==> src/hw/pcd_regs.svh <==
/*
 second-stage synthesizer control constants: settings ranges, calibration timing, channel layout.
 assumes inclusion by bare name from design files under hw/.
*/
// Functional notes
// - selectable doubler makes phase detector reference twice the oscillator input
// - reference prescaler divides 1 through 31, input up to 275 MHz
// - normal feedback is 8-bit main divider times rf output divider
// - calibration divider in loop only during calibration, then reverts automatically
// - calibration total is four times main counter plus swallow counter
// - main counter 3..63, swallow 0..3, total at least 16
// - rf output divider supports only 3, 4 and 5
// - calibration starts only on rising calibrate bit; software clears it
// - calibrate request takes effect on register transfer strobe
// - in-progress status reads 1 during calibration, clears when done
// - every calibration completion triggers an automatic output sync
// - after reset rf-fed channels held in sync until first calibration completes
// - calibration completes within 400,000 phase detector cycles
// - fourteen channels, each 8-bit divider, source first, second stage or sysref
// - coarse delay only through channel divider; sysref needs divider retiming
// - sync resets channel dividers; bypassed or unretimed sysref channels unsynced
`ifndef PCD_REGS_SVH
`define PCD_REGS_SVH
// ==========================================================
// register locations kept for reference; bits arrive as ports
`define PCD_OFS_CAL_CTRL    16'h0203
`define PCD_OFS_XFER        16'h000F
`define PCD_OFS_CAL_STAT    16'h0509
`define PCD_OFS_SYNC        16'h032A
`define PCD_BIT_CAL         0
`define PCD_BIT_XFER        0
`define PCD_BIT_BUSY        0
`define PCD_BIT_SYNC        0
// ==========================================================
// divider ranges
`define PCD_PRE_MIN         5'h01
`define PCD_PRE_MAX         5'h1F
`define PCD_PRE_FIN_MHZ     275
`define PCD_CAL_MOD         4
`define PCD_CALB_MIN        6'h03
`define PCD_CALB_MAX        6'h3F
`define PCD_CALA_MAX        2'h3
`define PCD_CAL_TOT_MIN     9'h010
`define PCD_RF_DIV3         3'h3
`define PCD_RF_DIV5         3'h5
// ==========================================================
// calibration timing in phase detector cycles; channel count; sync length in clock cycles
`define PCD_CAL_PFD_CYCLES  400000
`define PCD_NCH             14
`define PCD_SYNC_CYCLES     4'h8
// ==========================================================
// channel source codes; reset divider values
`define PCD_SRC_STAGE1      2'h0
`define PCD_SRC_STAGE2      2'h1
`define PCD_SRC_SYSREF      2'h2
`define PCD_RST_PRE         5'h01
`define PCD_RST_MAIN        8'h0A
`define PCD_RST_RF          3'h3
`endif

==> src/hw/pcd_pkg.sv <==
/*
 types for the second-stage synthesizer control block.
 assumes pcd_regs.svh is compiled alongside.
*/
package pcd_pkg;
   typedef enum logic [1:0] {
      PCD_IDLE = 2'b00,
      PCD_CAL  = 2'b01,
      PCD_SYNC = 2'b10
   } pcd_state_t;
   typedef enum logic [1:0] {
      PCD_SEL_STAGE1 = 2'b00,
      PCD_SEL_STAGE2 = 2'b01,
      PCD_SEL_SYSREF = 2'b10
   } pcd_src_t;
endpackage

==> src/hw/pcd_div_check.sv <==
/*
 combinational legality check of the feedback divider settings.
 assumes settings come from registers on the same clock.
*/
`timescale 1ns/1ns
`include "pcd_regs.svh"
module pcd_div_check (
   input  wire logic [4:0] pre_div,
   input  wire logic [7:0] main_div,
   input  wire logic [2:0] rf_div,
   input  wire logic [5:0] cal_b,
   input  wire logic [1:0] cal_a,
   output logic       [10:0] normal_total,
   output logic       [8:0]  cal_total,
   output logic              cfg_ok
);
   // ==========================================================
   // totals
   always_comb begin
      normal_total = 11'(main_div * rf_div);
      cal_total    = 9'(`PCD_CAL_MOD * cal_b) + 9'(cal_a);
      cfg_ok = (pre_div >= `PCD_PRE_MIN) && (pre_div <= `PCD_PRE_MAX)
            && (rf_div >= `PCD_RF_DIV3) && (rf_div <= `PCD_RF_DIV5)
            && (cal_b >= `PCD_CALB_MIN) && (cal_a <= `PCD_CALA_MAX)
            && (cal_total >= `PCD_CAL_TOT_MIN);
   end
endmodule // pcd_div_check

==> src/hw/pcd_chan.sv <==
/*
 one distribution channel: 8-bit divider with synchronous reset and coarse delay gating.
 assumes the channel clock tick arrives as a same-clock enable.
*/
`timescale 1ns/1ns
module pcd_chan (
   input  wire logic       clk,
   input  wire logic       srst,
   input  wire logic       tick,
   input  wire logic [1:0] src,
   input  wire logic       use_div,
   input  wire logic       sysref_retime,
   input  wire logic [7:0] div,
   input  wire logic [5:0] coarse,
   input  wire logic       sync,
   input  wire logic       hold,
   output logic            out
);
   typedef struct packed {
      logic [7:0] cnt;
      logic [5:0] dly;
      logic       q;
   } pcd_ch_t;
   pcd_ch_t r, next_r;
   logic    via_div;
   // ==========================================================
   // divider path; sysref only uses the divider when retimed
   always_comb begin
      next_r  = r;
      via_div = use_div && ((src != pcd_pkg::PCD_SEL_SYSREF) || sysref_retime);
      if (sync && via_div) begin
         next_r.cnt = 8'h00;
         next_r.dly = coarse;
         next_r.q   = 1'b0;
      end else if (tick) begin
         if (via_div && r.dly != 6'h00) begin
            next_r.dly = r.dly - 6'h01;
         end else if (r.cnt >= div) begin
            next_r.cnt = 8'h00;
            next_r.q   = ~r.q;
         end else begin
            next_r.cnt = r.cnt + 8'h01;
         end
      end
   end
   always_ff @(posedge clk) begin
      if (srst) begin
         r <= '0;
      end else begin
         r <= next_r;
      end
   end
   // held divider-path and stage-2 channels show no clock; other bypassed channels pass the tick straight through
   always_comb begin
      if (hold && (via_div || src == pcd_pkg::PCD_SEL_STAGE2)) begin
         out = 1'b0;
      end else if (via_div) begin
         out = r.q;
      end else begin
         out = tick;
      end
   end
endmodule // pcd_chan

==> src/hw/pcd_ctrl.sv <==
/*
 second-stage synthesizer calibration control and channel sync sequencing.
 assumes all control bits arrive from same-clock register logic; the phase detector
 tick is a same-clock pulse, and the calibration-done pin is asynchronous.
*/
`timescale 1ns/1ns
`include "pcd_regs.svh"
module pcd_ctrl #(
   parameter int unsigned CAL_TIMEOUT = `PCD_CAL_PFD_CYCLES
) (
   input  wire logic                    clk,
   input  wire logic                    srst,
   input  wire logic                    doubler_en,
   input  wire logic [4:0]              pre_div,
   input  wire logic [7:0]              main_div,
   input  wire logic [2:0]              rf_div,
   input  wire logic [5:0]              cal_b,
   input  wire logic [1:0]              cal_a,
   input  wire logic                    cal_bit,
   input  wire logic                    xfer_strobe,
   input  wire logic                    sync_bit,
   input  wire logic                    pfd_tick,
   input  wire logic                    cal_done_pin,
   input  wire logic                    ch_tick,
   input  wire logic [27:0]             ch_src,
   input  wire logic [13:0]             ch_use_div,
   input  wire logic [13:0]             ch_retime,
   input  wire logic [111:0]            ch_div,
   input  wire logic [83:0]             ch_coarse,
   output logic                         cal_busy,
   output logic                         cal_fb_sel,
   output logic                         ref_doubled,
   output logic                         cfg_error,
   output logic                         cal_timeout,
   output logic [13:0]                  clock_output_channels
);
   localparam int unsigned CW = 19;
   typedef struct packed {
      pcd_pkg::pcd_state_t st;
      logic                cal_shadow;
      logic                cal_prev;
      logic                sync_prev;
      logic                first_done;
      logic [CW-1:0]       pfd_cnt;
      logic [3:0]          sync_cnt;
      logic                done_s1;
      logic                done_s2;
      logic                busy;
      logic                fb_sel;
      logic                dbl;
      logic                err;
      logic                tmo;
      logic [13:0]         outs;
   } pcd_ctrl_t;
   pcd_ctrl_t   r, next_r;
   logic [10:0] normal_total;
   logic [8:0]  cal_total;
   logic        cfg_ok;
   logic [13:0] ch_out;
   logic        cal_start;
   logic        sync_pulse;
   logic        hold;
   // ==========================================================
   // divider legality
   pcd_div_check u_chk (
      .pre_div      (pre_div),
      .main_div     (main_div),
      .rf_div       (rf_div),
      .cal_b        (cal_b),
      .cal_a        (cal_a),
      .normal_total (normal_total),
      .cal_total    (cal_total),
      .cfg_ok       (cfg_ok)
   );
   // ==========================================================
   // channels
   genvar g;
   generate
      for (g = 0; g < `PCD_NCH; g++) begin : g_ch
         pcd_chan u_ch (
            .clk           (clk),
            .srst          (srst),
            .tick          (ch_tick),
            .src           (ch_src[2*g +: 2]),
            .use_div       (ch_use_div[g]),
            .sysref_retime (ch_retime[g]),
            .div           (ch_div[8*g +: 8]),
            .coarse        (ch_coarse[6*g +: 6]),
            .sync          (sync_pulse),
            .hold          (hold),
            .out           (ch_out[g])
         );
      end
   endgenerate
   // ==========================================================
   // sequencing
   always_comb begin
      next_r = r;
      // calibrate bit only counts once the transfer strobe copies it in
      if (xfer_strobe) begin
         next_r.cal_shadow = cal_bit;
      end
      next_r.cal_prev  = r.cal_shadow;
      next_r.sync_prev = sync_bit;
      cal_start  = r.cal_shadow && !r.cal_prev;
      // manual sync fires on the falling edge of the sync bit
      sync_pulse = (r.st == pcd_pkg::PCD_SYNC) || (r.sync_prev && !sync_bit);
      hold       = !r.first_done || (r.st == pcd_pkg::PCD_SYNC);
      next_r.done_s1 = cal_done_pin;
      next_r.done_s2 = r.done_s1;
      next_r.dbl     = doubler_en;
      unique case (r.st)
         pcd_pkg::PCD_IDLE: begin
            if (cal_start) begin
               next_r.st      = pcd_pkg::PCD_CAL;
               next_r.pfd_cnt = '0;
               next_r.err     = !cfg_ok || (11'(cal_total) != normal_total);
               next_r.tmo     = 1'b0;
            end
         end
         pcd_pkg::PCD_CAL: begin
            if (pfd_tick) begin
               next_r.pfd_cnt = r.pfd_cnt + CW'(1);
            end
            // analog done or the maximum calibration length bounds the run
            if (r.done_s2 || (r.pfd_cnt >= CW'(CAL_TIMEOUT - 1))) begin
               next_r.tmo      = !r.done_s2;
               next_r.st       = pcd_pkg::PCD_SYNC;
               next_r.sync_cnt = `PCD_SYNC_CYCLES;
            end
         end
         pcd_pkg::PCD_SYNC: begin
            next_r.sync_cnt = r.sync_cnt - 4'h1;
            if (r.sync_cnt == 4'h1) begin
               next_r.st         = pcd_pkg::PCD_IDLE;
               next_r.first_done = 1'b1;
            end
         end
         default: begin
            next_r.st = pcd_pkg::PCD_IDLE;
         end
      endcase
      next_r.busy   = (next_r.st == pcd_pkg::PCD_CAL);
      next_r.fb_sel = (next_r.st == pcd_pkg::PCD_CAL);
      next_r.outs   = ch_out;
   end
   always_ff @(posedge clk) begin
      if (srst) begin
         r <= '0;
      end else begin
         r <= next_r;
      end
   end
   assign cal_busy              = r.busy;
   assign cal_fb_sel            = r.fb_sel;
   assign ref_doubled           = r.dbl;
   assign cfg_error             = r.err;
   assign cal_timeout           = r.tmo;
   assign clock_output_channels = r.outs;
endmodule // pcd_ctrl

==> config.mk <==
export PLATFORM = sky130hd
export DESIGN_NAME = pcd_ctrl
export DESIGN_NICKNAME = d
export VERILOG_FILES = /design/src/hw/pcd_pkg.sv /design/src/hw/pcd_div_check.sv /design/src/hw/pcd_chan.sv /design/src/hw/pcd_ctrl.sv
export VERILOG_INCLUDE_DIRS = /design/src /design/src/hw
export SDC_FILE = /design/constraint.sdc
export NUM_CORES = 1
export LEC_CHECK = 0
export BUFFER_PORTS_ARGS = -buffer_cell sky130_fd_sc_hd__clkbuf_2
export CORE_ASPECT_RATIO = 1.2
export CORE_MARGIN = 2
export CORE_UTILIZATION = 30
export CTS_BUF_LIST = sky130_fd_sc_hd__clkbuf_4 sky130_fd_sc_hd__clkbuf_8
export CTS_CLUSTER_DIAMETER = 40
export DETAILED_ROUTE_END_ITERATION = 8
export PLACE_DENSITY_LB_ADDON = 0.12
export REMOVE_ABC_BUFFERS = 1
export SLEW_MARGIN = 25
export SYNTH_ARGS = -nofsm -noshare
export SYNTH_HDL_FRONTEND = slang
export SYNTH_SLANG_ARGS = --single-unit
==> constraint.sdc <==
create_clock -name clk -period 3.07 [get_ports clk]
set_input_delay 0.307 -clock clk [delete_from_list [all_inputs] [get_ports clk]]
set_output_delay 0.307 -clock clk [all_outputs]
set_load 0.02 [all_outputs]
==> summary.txt <==
Global route
  • Largest net degree at the start of global routing: 63
  • First-pass GRT wire length: 94700 um
  • Initial antenna violation count: 4
  • GR Util All Layers: 18.1%
  • Vias in the first global route: 18442
  • Total grt overflow: 0

Critical path
  • Crit Path Category: reg -> reg
  • Worst path required time: 3.64 ns
  • CP Launch Type: flip-flop
  • CP top delay family: simple AND/OR/NAND/NOR gates
  • Critical Path Sink Type: flip-flop
  • Critical path cell sequence: nand2b_1, and2_2, o311ai_0, dlygate4sd3_1, a21oi_1
  • Max stage delay cell, worst path: and2_2
  • Worst Path Buf+Inv: 1
  • WP data arrival: 3.10 ns
  • Max stage delay on crit path: 0.82 ns
  • Critical path peak fanout: 27

Timing
  • Final Cycle Share: 82.6%
  • RSZ-0062 raised after global routing: no
  • Final Max Tran Viols: 0
  • Max transition margin: 37.3%
  • Hold Vio Cnt, Final: 0
  • Worst-Margin Slew: 0.941 ns
  • Final setup fails: 0
  • F_max: 394 MHz
  • Worst Skew: 0.0221 ns
  • Fin crit period: 2.54 ns

Cells and area
  • Fill count: 6377
  • Nets: 3169
  • Final core occ: 37.7%
  • Register Area: 5180 um^2
  • Multi-input logic area: 12100 um^2
  • Layout cells sized above 1: 18.7%
  • Area delta synth->final: 23.7%
  • Layout Cells excl Fill: 3564

Routing
  • Count of antenna-violating nets left after detailed routing: 0
  • Remaining routing DRC violations: 0
  • DR pass1 iterations: 5
  • Via-to-Cell Ratio: 5.23
  • Avg WL per Cell: 16.5 um
  • Number of DRC markers in iteration 0: 931
  • Vias: 18648
  • Final WL: 58700 um

Floorplanning
  • Die footprint: 63900 um^2
  • Num rows: 99
  • I/O pins: 304
  • Chip width: 231 um
  • Die Y: 276 um
  • Starting Density: 30.4%
  • Core footprint: 60900 um^2

Status
  • Status: finished, final reports clean

Clock network
  • Worst-path clk slew: 0.05 ns
  • CTS tree: built
  • H-tree levels: 3
  • CTS Buf Count: 66
  • Max Buffers Root-to-Sink: 3
  • Clk sinks: 259
  • Latest clock arrival within the worst-skew pair: 0.63 ns
  • Root Buffer: clkbuf_8
  • Setup fix buffers added after clock tree synthesis: 0

Yosys
  • Count of unique library cells instantiated by Yosys: 67
  • Most common cell in the netlist: dfxtp_1
  • Synth top cells by count: dfxtp_1, nand2_1, inv_1
  • Post-synth EDFFs: 0
  • Syn_area_per_cell: 7.85 um^2
  • Share of flip-flops with an asynchronous set or reset: 0%
  • Seq/Total Area, Yosys: 27.9%
  • Synth top area share: 27.9%
  • Post-synth top flop: dfxtp_1
  • Synth Instances: 2363
  • Synth Cell Area: 18600 um^2
  • Yosys warnings: 0
  • Most area-hungry cell type in the Yosys netlist: dfxtp_1
  • Dominant cells by area after synthesis: dfxtp_1, ha_1, a21oi_1, nand2_1, inv_1
  • FF+latch count, synth: 259

Placement
  • Final RePlAce weighted congestion: 0.807
  • Inst Count DP: 3388
  • Post-DP HPWL: 43200 um
  • IO buf count: 303

Power and ir drop
  • Tot Pwr: 11.2 mW
  • Worst vdd ir: 0.234 mV
  • Power Density: 488 nW/um^2
  • Pleak: 9.81 nW

Job
  • Max-Cap Viols: 0

Hold path
  • Worst Hold Class: in -> reg
==> registers in the layout (all words and copies together), names as in the netlist <==
register,cells
cal_fb_sel,1
cal_timeout,1
cfg_error,1
clock_output_channels,14
g_ch.u_ch.r,210
next_r,2
r,29
ref_doubled,1
==> final cells by class <==
cell class              count  area share, %
diodes                      1         0.0109
clock buffers              91           5.10
clock inverters            22           1.34
inverters                 199           3.25
multi-input cells        1791           52.9
flip-flops and latches    259           22.6
well taps                 808           4.40
repair buffers            393           10.4
==> metal layers <==
layer  routed length [um]  vias to the layer above  track usage [%]
met4                 1210                        6             5.57
met3                 2990                       82             3.56
met1                26100                     8773             22.5
met5                   36                        -                0
li1                     -                     9384                -
met2                28400                      403             31.3
==> worst register-to-register path: stages (launching register included) <==
cell and delay [ns]:
dfxtp_1 0.41, nand2b_1 0.29, and2_2 0.83, o311ai_0 0.22, dlygate4sd3_1 0.61, a21oi_1 0.12
==> report_power, final <==
part | internal [mW] | switching (mW) | total [mW]
Sequential | 3.58 | 0.224 | 3.81
Clock | 3.05 | 1.86 | 4.92
Combinational | 1.04 | 1.44 | 2.47
Total | 7.67 | 3.52 | 11.2
==> cell usage in the layout, fill, tap and decap left out, types with 15 or more instances in the layout <==
cell,instances
a211oi_1,85
a21o_1,24
a21oi_1,183
a22o_1,44
a22oi_1,26
a31oi_1,15
and2_1,22
buf_4,26
clkbuf_2,301
clkbuf_8,78
dfxtp_1,259
dlygate4sd3_1,62
ha_1,167
inv_1,198
nand2_1,227
nand2b_1,52
nand3_1,101
nand4_1,53
nor2_1,166
nor3_1,61
nor4_1,19
o211ai_1,70
o21a_1,25
o21ai_0,80
o21ai_1,17
o22ai_1,26
o31ai_1,18
xnor2_1,39
xor2_1,39
==> worst paths after layout <==
kind	cells past startpoint	slack [ns]	end	startpoint
min	3	0.06	clock_output_channels[4]	ch_src[9]
max reg2reg	5	0.53	clock_output_channels[12]	r[48]
max	5	0.53	clock_output_channels[12]	r[48]
min reg2reg	1	0.45	cal_timeout	r[19]
==> cells by family (layout without fill, tap and decap cells) <==
group	count (synthesis)	in the layout	share of synthesized area [%]
fa+ha+maj	174	174	12.0
other cells	0	1	0
compound gates	729	729	27.7
xor+xnor	78	78	3.68
simple gates	802	802	21.5
mux	8	8	0.432
buf+inv	313	705	6.68
flops	259	259	27.9
==> through the flow <==
stage / worst slack, ns / cell area [um^2] / setup TNS [ns] / hold WS [ns]
5_1_grt: 0.365 / 23000 / 0 / 0.0484
6_report: 0.534 / 23000 / 0 / 0.0643
2_1_floorplan: -1.26 / 18100 / -125.39 / 0.376
3_5_place_dp: 0.0970 / 20900 / 0 / 0.449
3_3_place_gp: 0.103 / 20900 / 0 / 0.445
4_1_cts: 0.553 / 23000 / 0 / 0.000831
==> what timing repair did <==
action                                 4_1_cts  5_1_grt
hold buffers                                62        0
resized for setup                            0        0
endpoints found under the hold margin       60        0
Power figures use the tool's default switching activity.
